### config.mk
export PLATFORM = sky130hd
export DESIGN_NAME = pim_core
export DESIGN_NICKNAME = d
export VERILOG_FILES = /design/src/hdl/pim_pkg.sv /design/src/hdl/pim_ack_seq.sv /design/src/hdl/pim_core.sv /design/src/hdl/pim_resolver.sv
export SDC_FILE = /design/constraint.sdc
export NUM_CORES = 1
export LEC_CHECK = 0
export BUFFER_PORTS_ARGS = -buffer_cell sky130_fd_sc_hd__buf_2
export CAP_MARGIN = 20
export CORE_ASPECT_RATIO = 1.5
export CORE_MARGIN = 2
export CORE_UTILIZATION = 30
export DETAILED_ROUTE_END_ITERATION = 16
export PLACE_DENSITY = 0.52
export SETUP_SLACK_MARGIN = 0.05
export SLEW_MARGIN = 40
export SYNTH_ARGS = -nofsm -noshare
export SYNTH_HDL_FRONTEND = slang
export SYNTH_SLANG_ARGS = --single-unit
### constraint.sdc
create_clock -name I_CLOCK -period 6.5 [get_ports I_CLOCK]
set_clock_uncertainty 0.15 [all_clocks]
set_input_delay 1.3 -clock I_CLOCK [delete_from_list [all_inputs] [get_ports I_CLOCK]]
set_output_delay 1.3 -clock I_CLOCK [all_outputs]
set_load 0.1 [all_outputs]
### src/hdl/pim_pkg.sv
package pim_pkg;

  localparam int          ADDR_W          = 4;
  localparam int          NUM_LEVELS      = 8;

  // register offsets
  localparam logic [3:0]  OFS_INIT        = 4'h0;
  localparam logic [3:0]  OFS_SLAVE_MAP   = 4'h1;
  localparam logic [3:0]  OFS_MASK        = 4'h2;
  localparam logic [3:0]  OFS_END_ROTATE  = 4'h3;
  localparam logic [3:0]  OFS_MODE        = 4'h4;
  localparam logic [3:0]  OFS_PENDING     = 4'h5;
  localparam logic [3:0]  OFS_VECTOR_BASE = 4'h6;
  localparam logic [3:0]  OFS_CALL_HIGH   = 4'h7;

  // init word fields
  localparam int          INIT_VECTOR_POS = 0;
  localparam int          INIT_AUTO_POS   = 1;
  localparam int          INIT_NEST_POS   = 2;

  // mode command word fields
  localparam int          MODE_SPECIAL_MASK_WRITE_ENABLE_POS   = 6;
  localparam int          MODE_SMM_POS    = 5;
  localparam int          MODE_POLL_POS   = 2;

  // end/rotate command word fields
  localparam int          ERC_ROTATE_POS  = 7;
  localparam int          ERC_SPEC_POS    = 6;
  localparam int          ERC_EOS_POS     = 5;

  // poll byte fields
  localparam int          POLL_FLAG_POS   = 7;

  // status byte fields at the end/rotate offset
  localparam int          STAT_SMM_POS    = 7;
  localparam int          STAT_ROT_POS    = 6;
  localparam int          STAT_POLL_POS   = 5;

  localparam logic [2:0]  PTR_RESET       = 3'h7;
  localparam logic [7:0]  MASK_RESET      = 8'h00;
  localparam logic [7:0]  CALL_OPCODE     = 8'hcd;
  localparam logic [1:0]  CALL_LAST_STEP  = 2'h2;
  localparam logic [1:0]  VECTOR_LAST_STEP = 2'h1;

  typedef struct packed {
    logic       rotate;
    logic       specific;
    logic       eos;
    logic [2:0] level;
  } pim_erc_s;

  typedef struct packed {
    logic vector_mode;
    logic auto_eos;
    logic special_nesting;
  } pim_cfg_s;

  // 0 is the highest rank; the level just above the lowest pointer ranks first
  function automatic logic [2:0] rank(input logic [2:0] lvl, input logic [2:0] ptr);
    rank = lvl - ptr - 3'h1;
  endfunction

endpackage

### src/hdl/pim_ack_seq.sv
`timescale 1ns/1ps
module pim_ack_seq (
  input  wire logic       i_clk,          // clock
  input  wire logic       i_srst,         // sync reset
  input  wire logic       i_ack,          // acknowledge pulse
  input  wire logic       i_vector_mode,  // two pulses when set
  output logic [1:0]      o_step,         // index of the current pulse
  output logic            o_last          // current pulse ends the cycle
);

  logic [1:0] step_q;

  assign o_step = step_q;
  assign o_last = (step_q == (i_vector_mode ? pim_pkg::VECTOR_LAST_STEP
                                            : pim_pkg::CALL_LAST_STEP));

  always_ff @(posedge i_clk) begin
    if (i_srst) begin
      step_q <= 2'h0;
    end else if (i_ack) begin
      step_q <= o_last ? 2'h0 : step_q + 2'h1;
    end
  end

  a_step_bound: assert property (@(posedge i_clk) disable iff (i_srst)
    i_vector_mode |-> step_q <= pim_pkg::VECTOR_LAST_STEP)
    else $error("two-pulse cycle ran past its second pulse");

endmodule

### src/hdl/pim_core.sv
`timescale 1ns/1ps
// Functional notes
// - special mask: only mask bits block levels
// - after init, level 0 highest, 7 lowest
// - acknowledge picks winner, sets in-service, drives data
// - end command or auto mode clears in-service
// - in-service blocks equal and lower, not higher
// - plain nesting locks out an in-service slave input
// - special nesting re-accepts an in-service slave input
// - poll mode keeps interrupt output low
// - first read after poll acts as acknowledge
// - poll byte carries level code and pending flag
// - requests frozen from poll write to read
// - automatic rotation puts serviced level lowest
// - rotate non-specific end clears highest, rotates it
// - rotate alone arms rotation under automatic end
// - set priority makes selected level lowest
// - rotate specific end clears level, makes it lowest
// - three pulses in call, two in vector
// - each mask bit blocks only its own input
// - special mask left only by init or by a mode word with write enable set
// - end command, non-specific or specific by level bit
module pim_core (
  input  wire logic                         I_CLOCK,    // 125 MHz clock
  input  wire logic                         I_SRST,     // sync reset, active high
  input  wire logic [7:0]                   I_REQ,      // request inputs, level
  input  wire logic [pim_pkg::ADDR_W-1:0]   I_ADDR,     // register address
  input  wire logic [7:0]                   I_WDATA,    // write data
  input  wire logic                         I_WR,       // write strobe
  input  wire logic                         I_RD,       // read strobe
  input  wire logic                         I_ACK,      // acknowledge strobe
  output logic [7:0]                        O_RDATA,    // read data, cycle after strobe
  output logic [7:0]                        O_ACK_DATA, // byte for the acknowledge pulse
  output logic                              O_INT       // interrupt request to CPU
);

  ////////////////////////////////////////////////////////////////////////////
  // state

  pim_pkg::pim_cfg_s cfg_q;
  pim_pkg::pim_erc_s erc;
  logic [7:0]        slave_map_q;
  logic [7:0]        mask_q;
  logic [7:0]        isr_q;
  logic [7:0]        req_q;
  logic [7:0]        vec_base_q;
  logic [7:0]        call_high_q;
  logic [2:0]        ptr_q;
  logic              smm_q;
  logic              rot_automatic_end_of_service_q;
  logic              poll_q;
  logic [2:0]        ack_lvl_q;
  logic              ack_real_q;
  logic [7:0]        rdata_q;
  logic [7:0]        ack_data_q;
  logic              int_q;

  logic       init_wr, erc_wr, mode_wr, poll_rd;
  logic [1:0] ack_step;
  logic       ack_last, ack_first;
  logic [7:0] pend, isr_eff;
  logic       win_found, isr_found;
  logic [2:0] win_lvl, isr_lvl;
  logic       int_ok;
  logic       take;
  logic [2:0] take_lvl;
  logic [7:0] isr_set, isr_clr;
  logic       automatic_end_of_service_done;

  assign init_wr   = I_WR && (I_ADDR == pim_pkg::OFS_INIT);
  assign erc_wr    = I_WR && (I_ADDR == pim_pkg::OFS_END_ROTATE);
  assign mode_wr   = I_WR && (I_ADDR == pim_pkg::OFS_MODE);
  assign poll_rd   = I_RD && poll_q;
  assign erc       = {I_WDATA[pim_pkg::ERC_ROTATE_POS], I_WDATA[pim_pkg::ERC_SPEC_POS],
                      I_WDATA[pim_pkg::ERC_EOS_POS], I_WDATA[2:0]};
  assign ack_first = I_ACK && (ack_step == 2'h0);

  ////////////////////////////////////////////////////////////////////////////
  // priority resolution

  assign pend    = req_q & ~mask_q;
  assign isr_eff = smm_q ? 8'h00 : isr_q;

  pim_resolver #(.N(pim_pkg::NUM_LEVELS)) u_req_res (
    .i_vec   (pend),
    .i_ptr   (ptr_q),
    .o_found (win_found),
    .o_level (win_lvl)
  );

  pim_resolver #(.N(pim_pkg::NUM_LEVELS)) u_isr_res (
    .i_vec   (isr_q),
    .i_ptr   (ptr_q),
    .o_found (isr_found),
    .o_level (isr_lvl)
  );

  // highest in-service level that still blocks, honouring special mask
  logic       blk_found;
  logic [2:0] blk_lvl;
  pim_resolver #(.N(pim_pkg::NUM_LEVELS)) u_blk_res (
    .i_vec   (isr_eff),
    .i_ptr   (ptr_q),
    .o_found (blk_found),
    .o_level (blk_lvl)
  );

  always_comb begin
    int_ok = 1'b0;
    if (win_found) begin
      if (!blk_found) begin
        int_ok = 1'b1;
      end else if (pim_pkg::rank(win_lvl, ptr_q) < pim_pkg::rank(blk_lvl, ptr_q)) begin
        int_ok = 1'b1;
      end else if (win_lvl == blk_lvl && slave_map_q[win_lvl]) begin
        int_ok = cfg_q.special_nesting;
      end
    end
  end

  // an acknowledge or a poll read takes the winner; nothing eligible reads as 7
  assign take     = (ack_first || poll_rd) && int_ok;
  assign take_lvl = int_ok ? win_lvl : 3'h7;

  ////////////////////////////////////////////////////////////////////////////
  // acknowledge sequencing

  pim_ack_seq u_ack (
    .i_clk         (I_CLOCK),
    .i_srst        (I_SRST || init_wr),
    .i_ack         (I_ACK),
    .i_vector_mode (cfg_q.vector_mode),
    .o_step        (ack_step),
    .o_last        (ack_last)
  );

  assign automatic_end_of_service_done = I_ACK && ack_last && cfg_q.auto_eos && ack_real_q;

  always_ff @(posedge I_CLOCK) begin
    if (I_SRST) begin
      ack_lvl_q  <= 3'h0;
      ack_real_q <= 1'b0;
    end else if (ack_first) begin
      ack_lvl_q  <= take_lvl;
      ack_real_q <= int_ok;
    end
  end

  always_ff @(posedge I_CLOCK) begin
    if (I_SRST) begin
      ack_data_q <= 8'h00;
    end else if (I_ACK) begin
      unique case (ack_step)
        2'h0:    ack_data_q <= cfg_q.vector_mode ? 8'h00 : pim_pkg::CALL_OPCODE;
        2'h1:    ack_data_q <= {vec_base_q[7:3], ack_lvl_q};
        default: ack_data_q <= call_high_q;
      endcase
    end else begin
      ack_data_q <= 8'h00;
    end
  end

  ////////////////////////////////////////////////////////////////////////////
  // in-service bits: a set from an acknowledge wins over any end-of-service clear

  always_comb begin
    isr_set = 8'h00;
    isr_clr = 8'h00;
    if (take) begin
      isr_set[take_lvl] = 1'b1;
    end
    if (automatic_end_of_service_done) begin
      isr_clr[ack_lvl_q] = 1'b1;
    end
    if (erc_wr && erc.eos) begin
      if (erc.specific) begin
        isr_clr[erc.level] = 1'b1;
      end else if (isr_found) begin
        isr_clr[isr_lvl] = 1'b1;
      end
    end
  end

  always_ff @(posedge I_CLOCK) begin
    if (I_SRST || init_wr) begin
      isr_q <= 8'h00;
    end else begin
      isr_q <= (isr_q & ~isr_clr) | isr_set;
    end
  end

  ////////////////////////////////////////////////////////////////////////////
  // rotation pointer and rotate-under-auto flag

  always_ff @(posedge I_CLOCK) begin
    if (I_SRST || init_wr) begin
      ptr_q <= pim_pkg::PTR_RESET;
    end else if (erc_wr && erc.rotate && erc.specific) begin
      ptr_q <= erc.level;
    end else if (erc_wr && erc.rotate && erc.eos && isr_found) begin
      ptr_q <= isr_lvl;
    end else if (automatic_end_of_service_done && rot_automatic_end_of_service_q) begin
      ptr_q <= ack_lvl_q;
    end
  end

  always_ff @(posedge I_CLOCK) begin
    if (I_SRST || init_wr) begin
      rot_automatic_end_of_service_q <= 1'b0;
    end else if (erc_wr && !erc.specific && erc.rotate && !erc.eos) begin
      rot_automatic_end_of_service_q <= 1'b1;
    end else if (erc_wr && !erc.specific && !erc.rotate && erc.eos) begin
      rot_automatic_end_of_service_q <= 1'b0;
    end
  end

  ////////////////////////////////////////////////////////////////////////////
  // configuration registers

  always_ff @(posedge I_CLOCK) begin
    if (I_SRST) begin
      cfg_q       <= '0;
      slave_map_q <= 8'h00;
      vec_base_q  <= 8'h00;
      call_high_q <= 8'h00;
    end else if (I_WR) begin
      if (init_wr) begin
        cfg_q <= {I_WDATA[pim_pkg::INIT_VECTOR_POS], I_WDATA[pim_pkg::INIT_AUTO_POS],
                  I_WDATA[pim_pkg::INIT_NEST_POS]};
      end
      if (I_ADDR == pim_pkg::OFS_SLAVE_MAP) begin
        slave_map_q <= I_WDATA;
      end
      if (I_ADDR == pim_pkg::OFS_VECTOR_BASE) begin
        vec_base_q <= I_WDATA;
      end
      if (I_ADDR == pim_pkg::OFS_CALL_HIGH) begin
        call_high_q <= I_WDATA;
      end
    end
  end

  always_ff @(posedge I_CLOCK) begin
    if (I_SRST || init_wr) begin
      mask_q <= pim_pkg::MASK_RESET;
    end else if (I_WR && I_ADDR == pim_pkg::OFS_MASK) begin
      mask_q <= I_WDATA;
    end
  end

  // special mask and poll arming from the mode command word
  always_ff @(posedge I_CLOCK) begin
    if (I_SRST || init_wr) begin
      smm_q <= 1'b0;
    end else if (mode_wr && I_WDATA[pim_pkg::MODE_SPECIAL_MASK_WRITE_ENABLE_POS]) begin
      smm_q <= I_WDATA[pim_pkg::MODE_SMM_POS];
    end
  end

  always_ff @(posedge I_CLOCK) begin
    if (I_SRST || init_wr) begin
      poll_q <= 1'b0;
    end else if (mode_wr && I_WDATA[pim_pkg::MODE_POLL_POS]) begin
      poll_q <= 1'b1;
    end else if (I_RD) begin
      poll_q <= 1'b0;
    end
  end

  // requests sampled each cycle, held still while a poll is outstanding
  always_ff @(posedge I_CLOCK) begin
    if (I_SRST) begin
      req_q <= 8'h00;
    end else if (!poll_q && !(mode_wr && I_WDATA[pim_pkg::MODE_POLL_POS])) begin
      req_q <= I_REQ;
    end
  end

  ////////////////////////////////////////////////////////////////////////////
  // read port and interrupt output

  always_ff @(posedge I_CLOCK) begin
    if (I_SRST) begin
      rdata_q <= 8'h00;
    end else if (poll_rd) begin
      rdata_q <= {int_ok, 4'h0, take_lvl};
    end else if (I_RD) begin
      unique case (I_ADDR)
        pim_pkg::OFS_INIT:        rdata_q <= {5'h00, cfg_q};
        pim_pkg::OFS_SLAVE_MAP:   rdata_q <= slave_map_q;
        pim_pkg::OFS_MASK:        rdata_q <= mask_q;
        pim_pkg::OFS_END_ROTATE:  rdata_q <= {smm_q, rot_automatic_end_of_service_q, poll_q, 2'h0, ptr_q};
        pim_pkg::OFS_MODE:        rdata_q <= isr_q;
        pim_pkg::OFS_PENDING:     rdata_q <= req_q;
        pim_pkg::OFS_VECTOR_BASE: rdata_q <= vec_base_q;
        pim_pkg::OFS_CALL_HIGH:   rdata_q <= call_high_q;
        default:                  rdata_q <= 8'h00;
      endcase
    end else begin
      rdata_q <= 8'h00;
    end
  end

  // request drops while an acknowledge cycle is running so it is not re-raised
  always_ff @(posedge I_CLOCK) begin
    if (I_SRST || init_wr) begin
      int_q <= 1'b0;
    end else begin
      int_q <= int_ok && !poll_q && !I_ACK && ack_step == 2'h0;
    end
  end

  assign O_RDATA    = rdata_q;
  assign O_ACK_DATA = ack_data_q;
  assign O_INT      = int_q;

  ////////////////////////////////////////////////////////////////////////////
  // checks

  a_ack_sets_isr: assert property (@(posedge I_CLOCK) disable iff (I_SRST)
    ack_first && int_ok && !init_wr |=> isr_q[$past(win_lvl)])
    else $error("acknowledged level not marked in service");

  a_init_lowest: assert property (@(posedge I_CLOCK) disable iff (I_SRST)
    init_wr |=> ptr_q == 3'h7 && isr_q == 8'h00)
    else $error("init did not restore default nesting");

  a_nonspec_end: assert property (@(posedge I_CLOCK) disable iff (I_SRST)
    erc_wr && erc.eos && !erc.specific && isr_found && !take
    |=> !isr_q[$past(isr_lvl)])
    else $error("non-specific end left top in-service bit set");

  a_rot_end: assert property (@(posedge I_CLOCK) disable iff (I_SRST)
    erc_wr && erc.rotate && erc.eos && !erc.specific && isr_found
    |=> ptr_q == $past(isr_lvl))
    else $error("rotate on end did not move ended level lowest");

  a_set_prio: assert property (@(posedge I_CLOCK) disable iff (I_SRST)
    erc_wr && erc.rotate && erc.specific && !erc.eos |=> ptr_q == $past(I_WDATA[2:0]))
    else $error("set priority did not load lowest level");

  a_spec_rot: assert property (@(posedge I_CLOCK) disable iff (I_SRST)
    erc_wr && erc.rotate && erc.specific && erc.eos && !take
    |=> ptr_q == $past(erc.level) && !isr_q[$past(erc.level)])
    else $error("specific rotate end failed");

  a_poll_int_off: assert property (@(posedge I_CLOCK) disable iff (I_SRST)
    poll_q |=> !int_q)
    else $error("interrupt raised while poll outstanding");

  a_poll_byte: assert property (@(posedge I_CLOCK) disable iff (I_SRST)
    poll_rd |=> O_RDATA[7] == $past(int_ok) && O_RDATA[6:3] == 4'h0
               && O_RDATA[2:0] == $past(take_lvl))
    else $error("poll byte wrong");

  a_poll_freeze: assert property (@(posedge I_CLOCK) disable iff (I_SRST)
    poll_q ##1 poll_q |-> $stable(req_q))
    else $error("requests moved during poll");

  a_smm_hold: assert property (@(posedge I_CLOCK) disable iff (I_SRST)
    mode_wr && !I_WDATA[pim_pkg::MODE_SPECIAL_MASK_WRITE_ENABLE_POS] && !init_wr |=> $stable(smm_q))
    else $error("special mask changed without write enable");

  a_mask_blocks: assert property (@(posedge I_CLOCK) disable iff (I_SRST)
    int_q |-> $past(win_found) && !$past(mask_q[win_lvl]))
    else $error("interrupt raised for a masked level");

endmodule

### src/hdl/pim_resolver.sv
`timescale 1ns/1ps
module pim_resolver #(
  parameter int N = 8
) (
  input  wire logic [N-1:0] i_vec,    // candidate bits
  input  wire logic [2:0]   i_ptr,    // lowest-priority level
  output logic              o_found,  // any bit set
  output logic [2:0]        o_level   // highest-ranked set level
);

  // walk from lowest rank to highest so the best candidate is written last
  always_comb begin
    logic [2:0] idx;
    idx     = '0;
    o_found = |i_vec;
    o_level = '0;
    for (int i = N; i >= 1; i--) begin
      idx = i_ptr + i[2:0];
      if (i_vec[idx]) begin
        o_level = idx;
      end
    end
  end

endmodule
# Word level (Yosys, flattened, before mapping)
# Cells that the tools add are included.
[classes] addsub=12 n_lt_le_gt_ge=18 eq_ne=10 n_mux=107 n_bitwise=9 reduce_logical=54
[op_table] op="$mux W3" count=28
[op_table] op="$bmux W1 S3" count=25
[op_table] op="$mux W8" count=9
[op_table] op="$pmux W8 S8" count=1
[op_table] op="$lt A3 B4 Y1 const B" count=13
[op_table] op="$mux W1" count=37
[op_table] op="$logic_and A1 B1 Y1" count=32
[op_table] op="$or A8 B8 Y8" count=3
[op_table] op="$reduce_or A8 Y1" count=3
[op_table] op="$and A8 B8 Y8" count=2
[op_table] op="$eq A4 B3 Y1 const B" count=4
[op_table] op="$not A8 Y8" count=2
[op_table] op="$pmux W8 S2" count=1
[op_table] op="$add A3 B3 Y3 const B" count=4
[op_table] op="$demux W1 S3" count=4
[op_table] op="$ge A3 B1 Y1 const B" count=4
[op_table] op="$eq A4 B2 Y1 const B" count=2
[op_table] op="$reduce_and A2 Y1" count=4
[op_table] op="$add A3 B2 Y3 const B" count=2
[op_table] op="$logic_not A1 Y1" count=6
[op_table] op="$sub A3 B1 Y3 const B" count=2
[op_table] op="$sub A3 B3 Y3" count=2
[op_table] op="$eq A4 B1 Y1 const B" count=1
[op_table] op="$logic_not A4 Y1" count=1
[op_table] op="other kinds (14)" count=18
[totals] register_bits=80 in_bits=25 out_inout_bits=17 elab_cells=230

# Logic depth before layout (Yosys ltp)
[logic_depth] ltp_word=26 ltp_mapped=24 mapped_depth_nobuf=18

# Modules after synthesis
# Synthesis repeated with hierarchy kept, for this count alone.
[unflattened] cells_unflattened=830 hier_area_um2=6974.2
[by_module_without_submodules] module="pim_core" instances=1 cells_each=519 area_each_um2=4401.7
[by_module_without_submodules] module="pim_resolver" instances=3 cells_each=99 area_each_um2=820.8
[by_module_without_submodules] module="pim_ack_seq" instances=1 cells_each=14 area_each_um2=110.1

# Least setup slack after synthesis
# Ideal clock, no wire load.
[synth_path] kind="reg2reg" from="register ptr_q[1]" to="register rdata_q[7], in the netlist O_RDATA[7]" setup_ns=0.116 t_arrival_ns=5.293 t_required_ns=6.234 setup_slack_ns=0.941 stages_incl_launch_ff=23 n_path_buf=4 period_less_slack_ns=5.559 cell_sequence="dfxtp_1 > clkbuf_1 > clkbuf_1 > inv_1 > buf_2 > ha_1 > buf_6 > mux4_2 > mux2i_1 > o211ai_1 > a31oi_1 > o32ai_2 > and2_1 > ha_1 > fa_1 > xor2_1 > xnor2_1 > ha_1 > a21oi_1 > nor3_1 > nor2b_1 > nand2_1 > a41o_1"
[synth_between] elab_chain_cells=18
[synth_lines] element="start: declaration" line="pim_core.sv:48" text="logic [2:0] ptr_q;"
[synth_lines] element="start signal: assignment" line="pim_core.sv:197" text="ptr_q <= pim_pkg::PTR_RESET;"
[synth_lines] element="start signal: assignment" line="pim_core.sv:199" text="ptr_q <= erc.level;"
[synth_lines] element="start signal: assignment" line="pim_core.sv:201" text="ptr_q <= isr_lvl;"
[synth_lines] element="branches (longest 14 deep; another with $add A3 B3 Y3)"
[synth_lines] element="$mux W1 (*)" line="pim_core.sv:113" text="end else if (pim_pkg::rank(win_lvl, ptr_q) < pim_pkg::rank(blk_lvl, ptr_q)) begin"
[synth_lines] element="$mux W1 (*)" line="pim_core.sv:111" text="if (!blk_found) begin"
[synth_lines] element="$mux W1 (*)" line="pim_core.sv:110" text="if (win_found) begin"
[synth_lines] element="$mux W8 (*)" line="pim_core.sv:285" text="end else if (poll_rd) begin"
[synth_lines] element="end signal: assignment" line="pim_core.sv:286" text="rdata_q <= {int_ok, 4'h0, take_lvl};"
[synth_lines] element="end signal: assignment" line="pim_core.sv:289" text="pim_pkg::OFS_INIT: rdata_q <= {5'h00, cfg_q};"
[synth_lines] element="end signal: assignment" line="pim_core.sv:290" text="pim_pkg::OFS_SLAVE_MAP: rdata_q <= slave_map_q;"
[synth_lines] element="end: declaration" line="pim_core.sv:54" text="logic [7:0] rdata_q;"
# Every way passes the cells marked *. The select of a mux whose other input is x is not followed.
# A chain may end at the register's enable or synchronous reset.

# Final worst setup path
[layout_path] from="register ptr_q[0]" to="register rdata_q[7], in the netlist O_RDATA[7]"
# The elaborated chain is that of the path after synthesis.

==> qor.txt <==
Status: completed
Post-CTS setup buffer count: 0
Vias per cell: 5.849
Post-synthesis sequential area ratio: 24.93%
Flop pwr share: 37.8%
Synth Warn #: 0
First-pass GRT wire length: 34240 µm
Most frequent cells in the layout: 97 x nor2_1, 80 x dfxtp_1, 59 x nand2_1
Core Area: 0.02106 mm²
Count of endpoints failing setup in the final report: 0
Root Buffer: clkbuf_16
Post-DP HPWL: 16430 µm
Reg2reg path depth: 19
Max Root-Sink Buffers: 2
TritonCTS Buffers: 9
FF-to-FF Start: ptr_q[0]
Initial antenna violation count: 0
Yosys reg bits: 80
I/O Pins: 42
Power Dens Cells: 200.3 mW/mm²
Yosys top cell area share: 24.93%
Syn-to-layout area delta: 10.71%
Synth area leaders: dfxtp_1 25%, mux2i_1 8.9%, mux4_2 8.1%, nor2_1 5.7%, nand2_1 3.4%
IO Port Bufs: 41
Resize count post-CTS: 0
DRT iter0 DRCs: 401
CP Cell Sequence: bufinv_8, ha_1, mux4_2, mux2i_1, o211ai_1, a31oi_1, o32ai_2, buf_4, and2_1, ha_1, fa_1, xor2_1, xnor2_1, ha_1, a21oi_1, nor3_1, nor2b_1, nand2_1, a41o_1
Combinational share of power: 26.5%
Hold Crit Depth: 2
Distinct cells, synth: 87
DP Area: 0.006814 mm²
CP max-delay cell: mux4_2
Total track usage: 19.64%
CP Data Arrival Time: 5.91 ns
Top cell by count, worst path: ha_1
Commonest non-fill, non-tap cell in the layout: nor2_1
Layout Nets: 784
Worst-path clk slew: 0.07 ns
Overflow after GRT: 0
Initial core utilization: 30.50%
Largest area contributor in the netlist: dfxtp_1
Slew Limit Fails: 0
Critical path class: flop to flop
IR drop worst, VDD: 149.0 µV
Fin crit share: 89.59%
Mean area per synthesized cell: 8.813 µm²
Synth Flop Type: dfxtp_1
Tmin final: 5.823 ns
Leak pwr: 2.748 nW
Die Area: 0.02263 mm²
Clock power frac: 35.7%
Max incr delay on CP: 0.66 ns
Fin util: 33.77%
Number of hold buffers added after CTS: 0
Unrepaired setup endpoints after global routing: no
WL final: 21690 µm
HP Start: slave_map_q[4]
FMAX: 171.7 MHz
Num Clock Sinks: 80
DRC violations left: 0
Share of cells above drive strength 1: 18.57%
Worst Tran Pin Value: 0.8504 ns
Total power: 1.425 mW
Diode count: 0
Row count: 65
H-tree levels: 3
Setup TNS Final: 0 ns
Non-Filler Instances: 1022
Drt first pass iters: 7
Startpoint Class: flop
Synth Instances: 729
Slew margin rel.: 43.31%
DIE WIDTH: 123.5 µm
Final antenna-violating net count: 0
Sw Share: 35.96%
Syn_nets: 764
Crit end category: flop
Avg WL per Cell: 21.23 µm
Final Hold Vio Count: 0
Dpl cells: 1006
Min-delay worst type: flop to flop
CP startpoint: ptr_q[0]
Max Cap Violations: 0
CTS tree: done
Final Wtd Congestion: 0.9494
Largest net degree at the start of global routing: 40
EDFF count, synth: 0
Sw Pwr: 0.5122 mW
Number of global-route vias before repair: 5872
Critical Path RT: 6.58 ns
Pint: 0.9124 mW
Critical Path Fanout Max: 18
Die height: 183.2 µm
Total number of vias: 5978
Clk_lat worst skew: 0.35 ns
Final Instance Area: 0.007113 mm²
Cell Area, Synth: 0.006425 mm²
Async SR Flop Fraction: 0%
[registers in the layout (all words and copies together) (netlist names)]
name	cells
call_high_q	8
ack_lvl_q	3
O_ACK_DATA	8
O_RDATA	8
O_INT	1
vec_base_q	8
rot_automatic_end_of_service_q	1
smm_q	1
cfg_q	3
poll_q	1
slave_map_q	8
u_ack.o_step	2
mask_q	8
isr_q	8
ack_real_q	1
req_q	8
ptr_q	3
[through the flow]
step	hold slack (ns)	setup WS, ns
after global placement	0.3211	0.8066
after detailed placement	0.3202	0.7566
after global routing	0.3564	0.3538
after CTS	0.3290	0.7008
final	0.3284	0.6767
after floorplan	0.2951	0.9411
[critical path, delay by kind of cell (launching register included)]
family          cells  cell delay, ns
flops               1            0.33
fa+ha+maj           4            1.47
xor+xnor            2            0.29
compound gates      5            0.83
buf+inv             2            0.43
mux                 2            1.03
simple gates        4            1.17
[synthesized netlist by cell type, types with 3 or more instances]
cell,n
nand3b_1,3
buf_2,6
nor3b_1,10
ha_1,8
o211ai_1,4
nor3_1,17
nand4_1,10
o2111ai_1,4
a21o_1,5
a22o_1,3
a31oi_1,11
o21ai_0,21
and2_1,5
mux4_2,23
nand2b_1,17
nor2b_1,18
a221oi_1,18
a211oi_1,7
mux2_2,15
dfxtp_1,80
o22ai_1,4
xnor2_1,3
or3_1,4
nand2_1,59
mux2i_1,57
and3_1,3
buf_6,7
nor2_1,97
inv_1,16
nand3_1,21
clkbuf_1,28
a41o_1,3
a22oi_1,7
o311ai_0,3
a222oi_1,3
nor4_1,3
or4_1,3
mux4_1,6
a21oi_1,40
o21a_1,5
o21ai_1,8
[routing by layer]
metal | track usage [%] | routed length, µm | vias up | share of wire (%)
met5 | 0 | 0 | - | 0
met4 | 10.73 | 1183 | 0 | 5.5
met3 | 1.959 | 871 | 62 | 4.0
met2 | 35.34 | 11310 | 208 | 52
met1 | 22.25 | 8330 | 2917 | 38
li1 | - | - | 2791 | -
[final timing paths]
check                    to  slack (ns)
max              O_RDATA[7]        0.68
min          slave_map_q[4]        0.33
max reg2reg      O_RDATA[7]        0.68
min reg2reg  slave_map_q[4]        0.33
[area by class of cell]
type	count	area [µm²]
sequential	80	1602
clock inverter	7	67.56
multi-input combinational	585	4496
timing repair buffer	54	302.8
clock buffer	9	225.2
fill	2196	13950
inverter	19	85.08
tap	268	335.3
[cells by family (layout without fill, tap and decap cells)]
logic type | count (synthesis) | after routing | synth area share [%]
XOR/XNOR | 9 | 9 | 2.220
buffers and inverters | 64 | 89 | 5.200
multiplexers | 104 | 104 | 22.80
adder cells (fa/ha/maj) | 10 | 10 | 2.181
AO/OA/AOI/OAI | 180 | 180 | 21.03
AND/OR/NAND/NOR | 282 | 282 | 21.64
flip-flops | 80 | 80 | 24.93
[power by group through the flow]
| stage | registers [mW] | clock network (mW) | logic, mW |
|---|---|---|---|
| after floorplan | 0.561 | 0 | 0.258 |
| after global placement | 0.550 | 0 | 0.374 |
| after detailed placement | 0.550 | 0 | 0.373 |
| after CTS | 0.538 | 0.518 | 0.375 |
| after global routing | 0.540 | 0.539 | 0.409 |
| final | 0.539 | 0.509 | 0.377 |
Note: power is estimated with default switching activity, not from simulation.
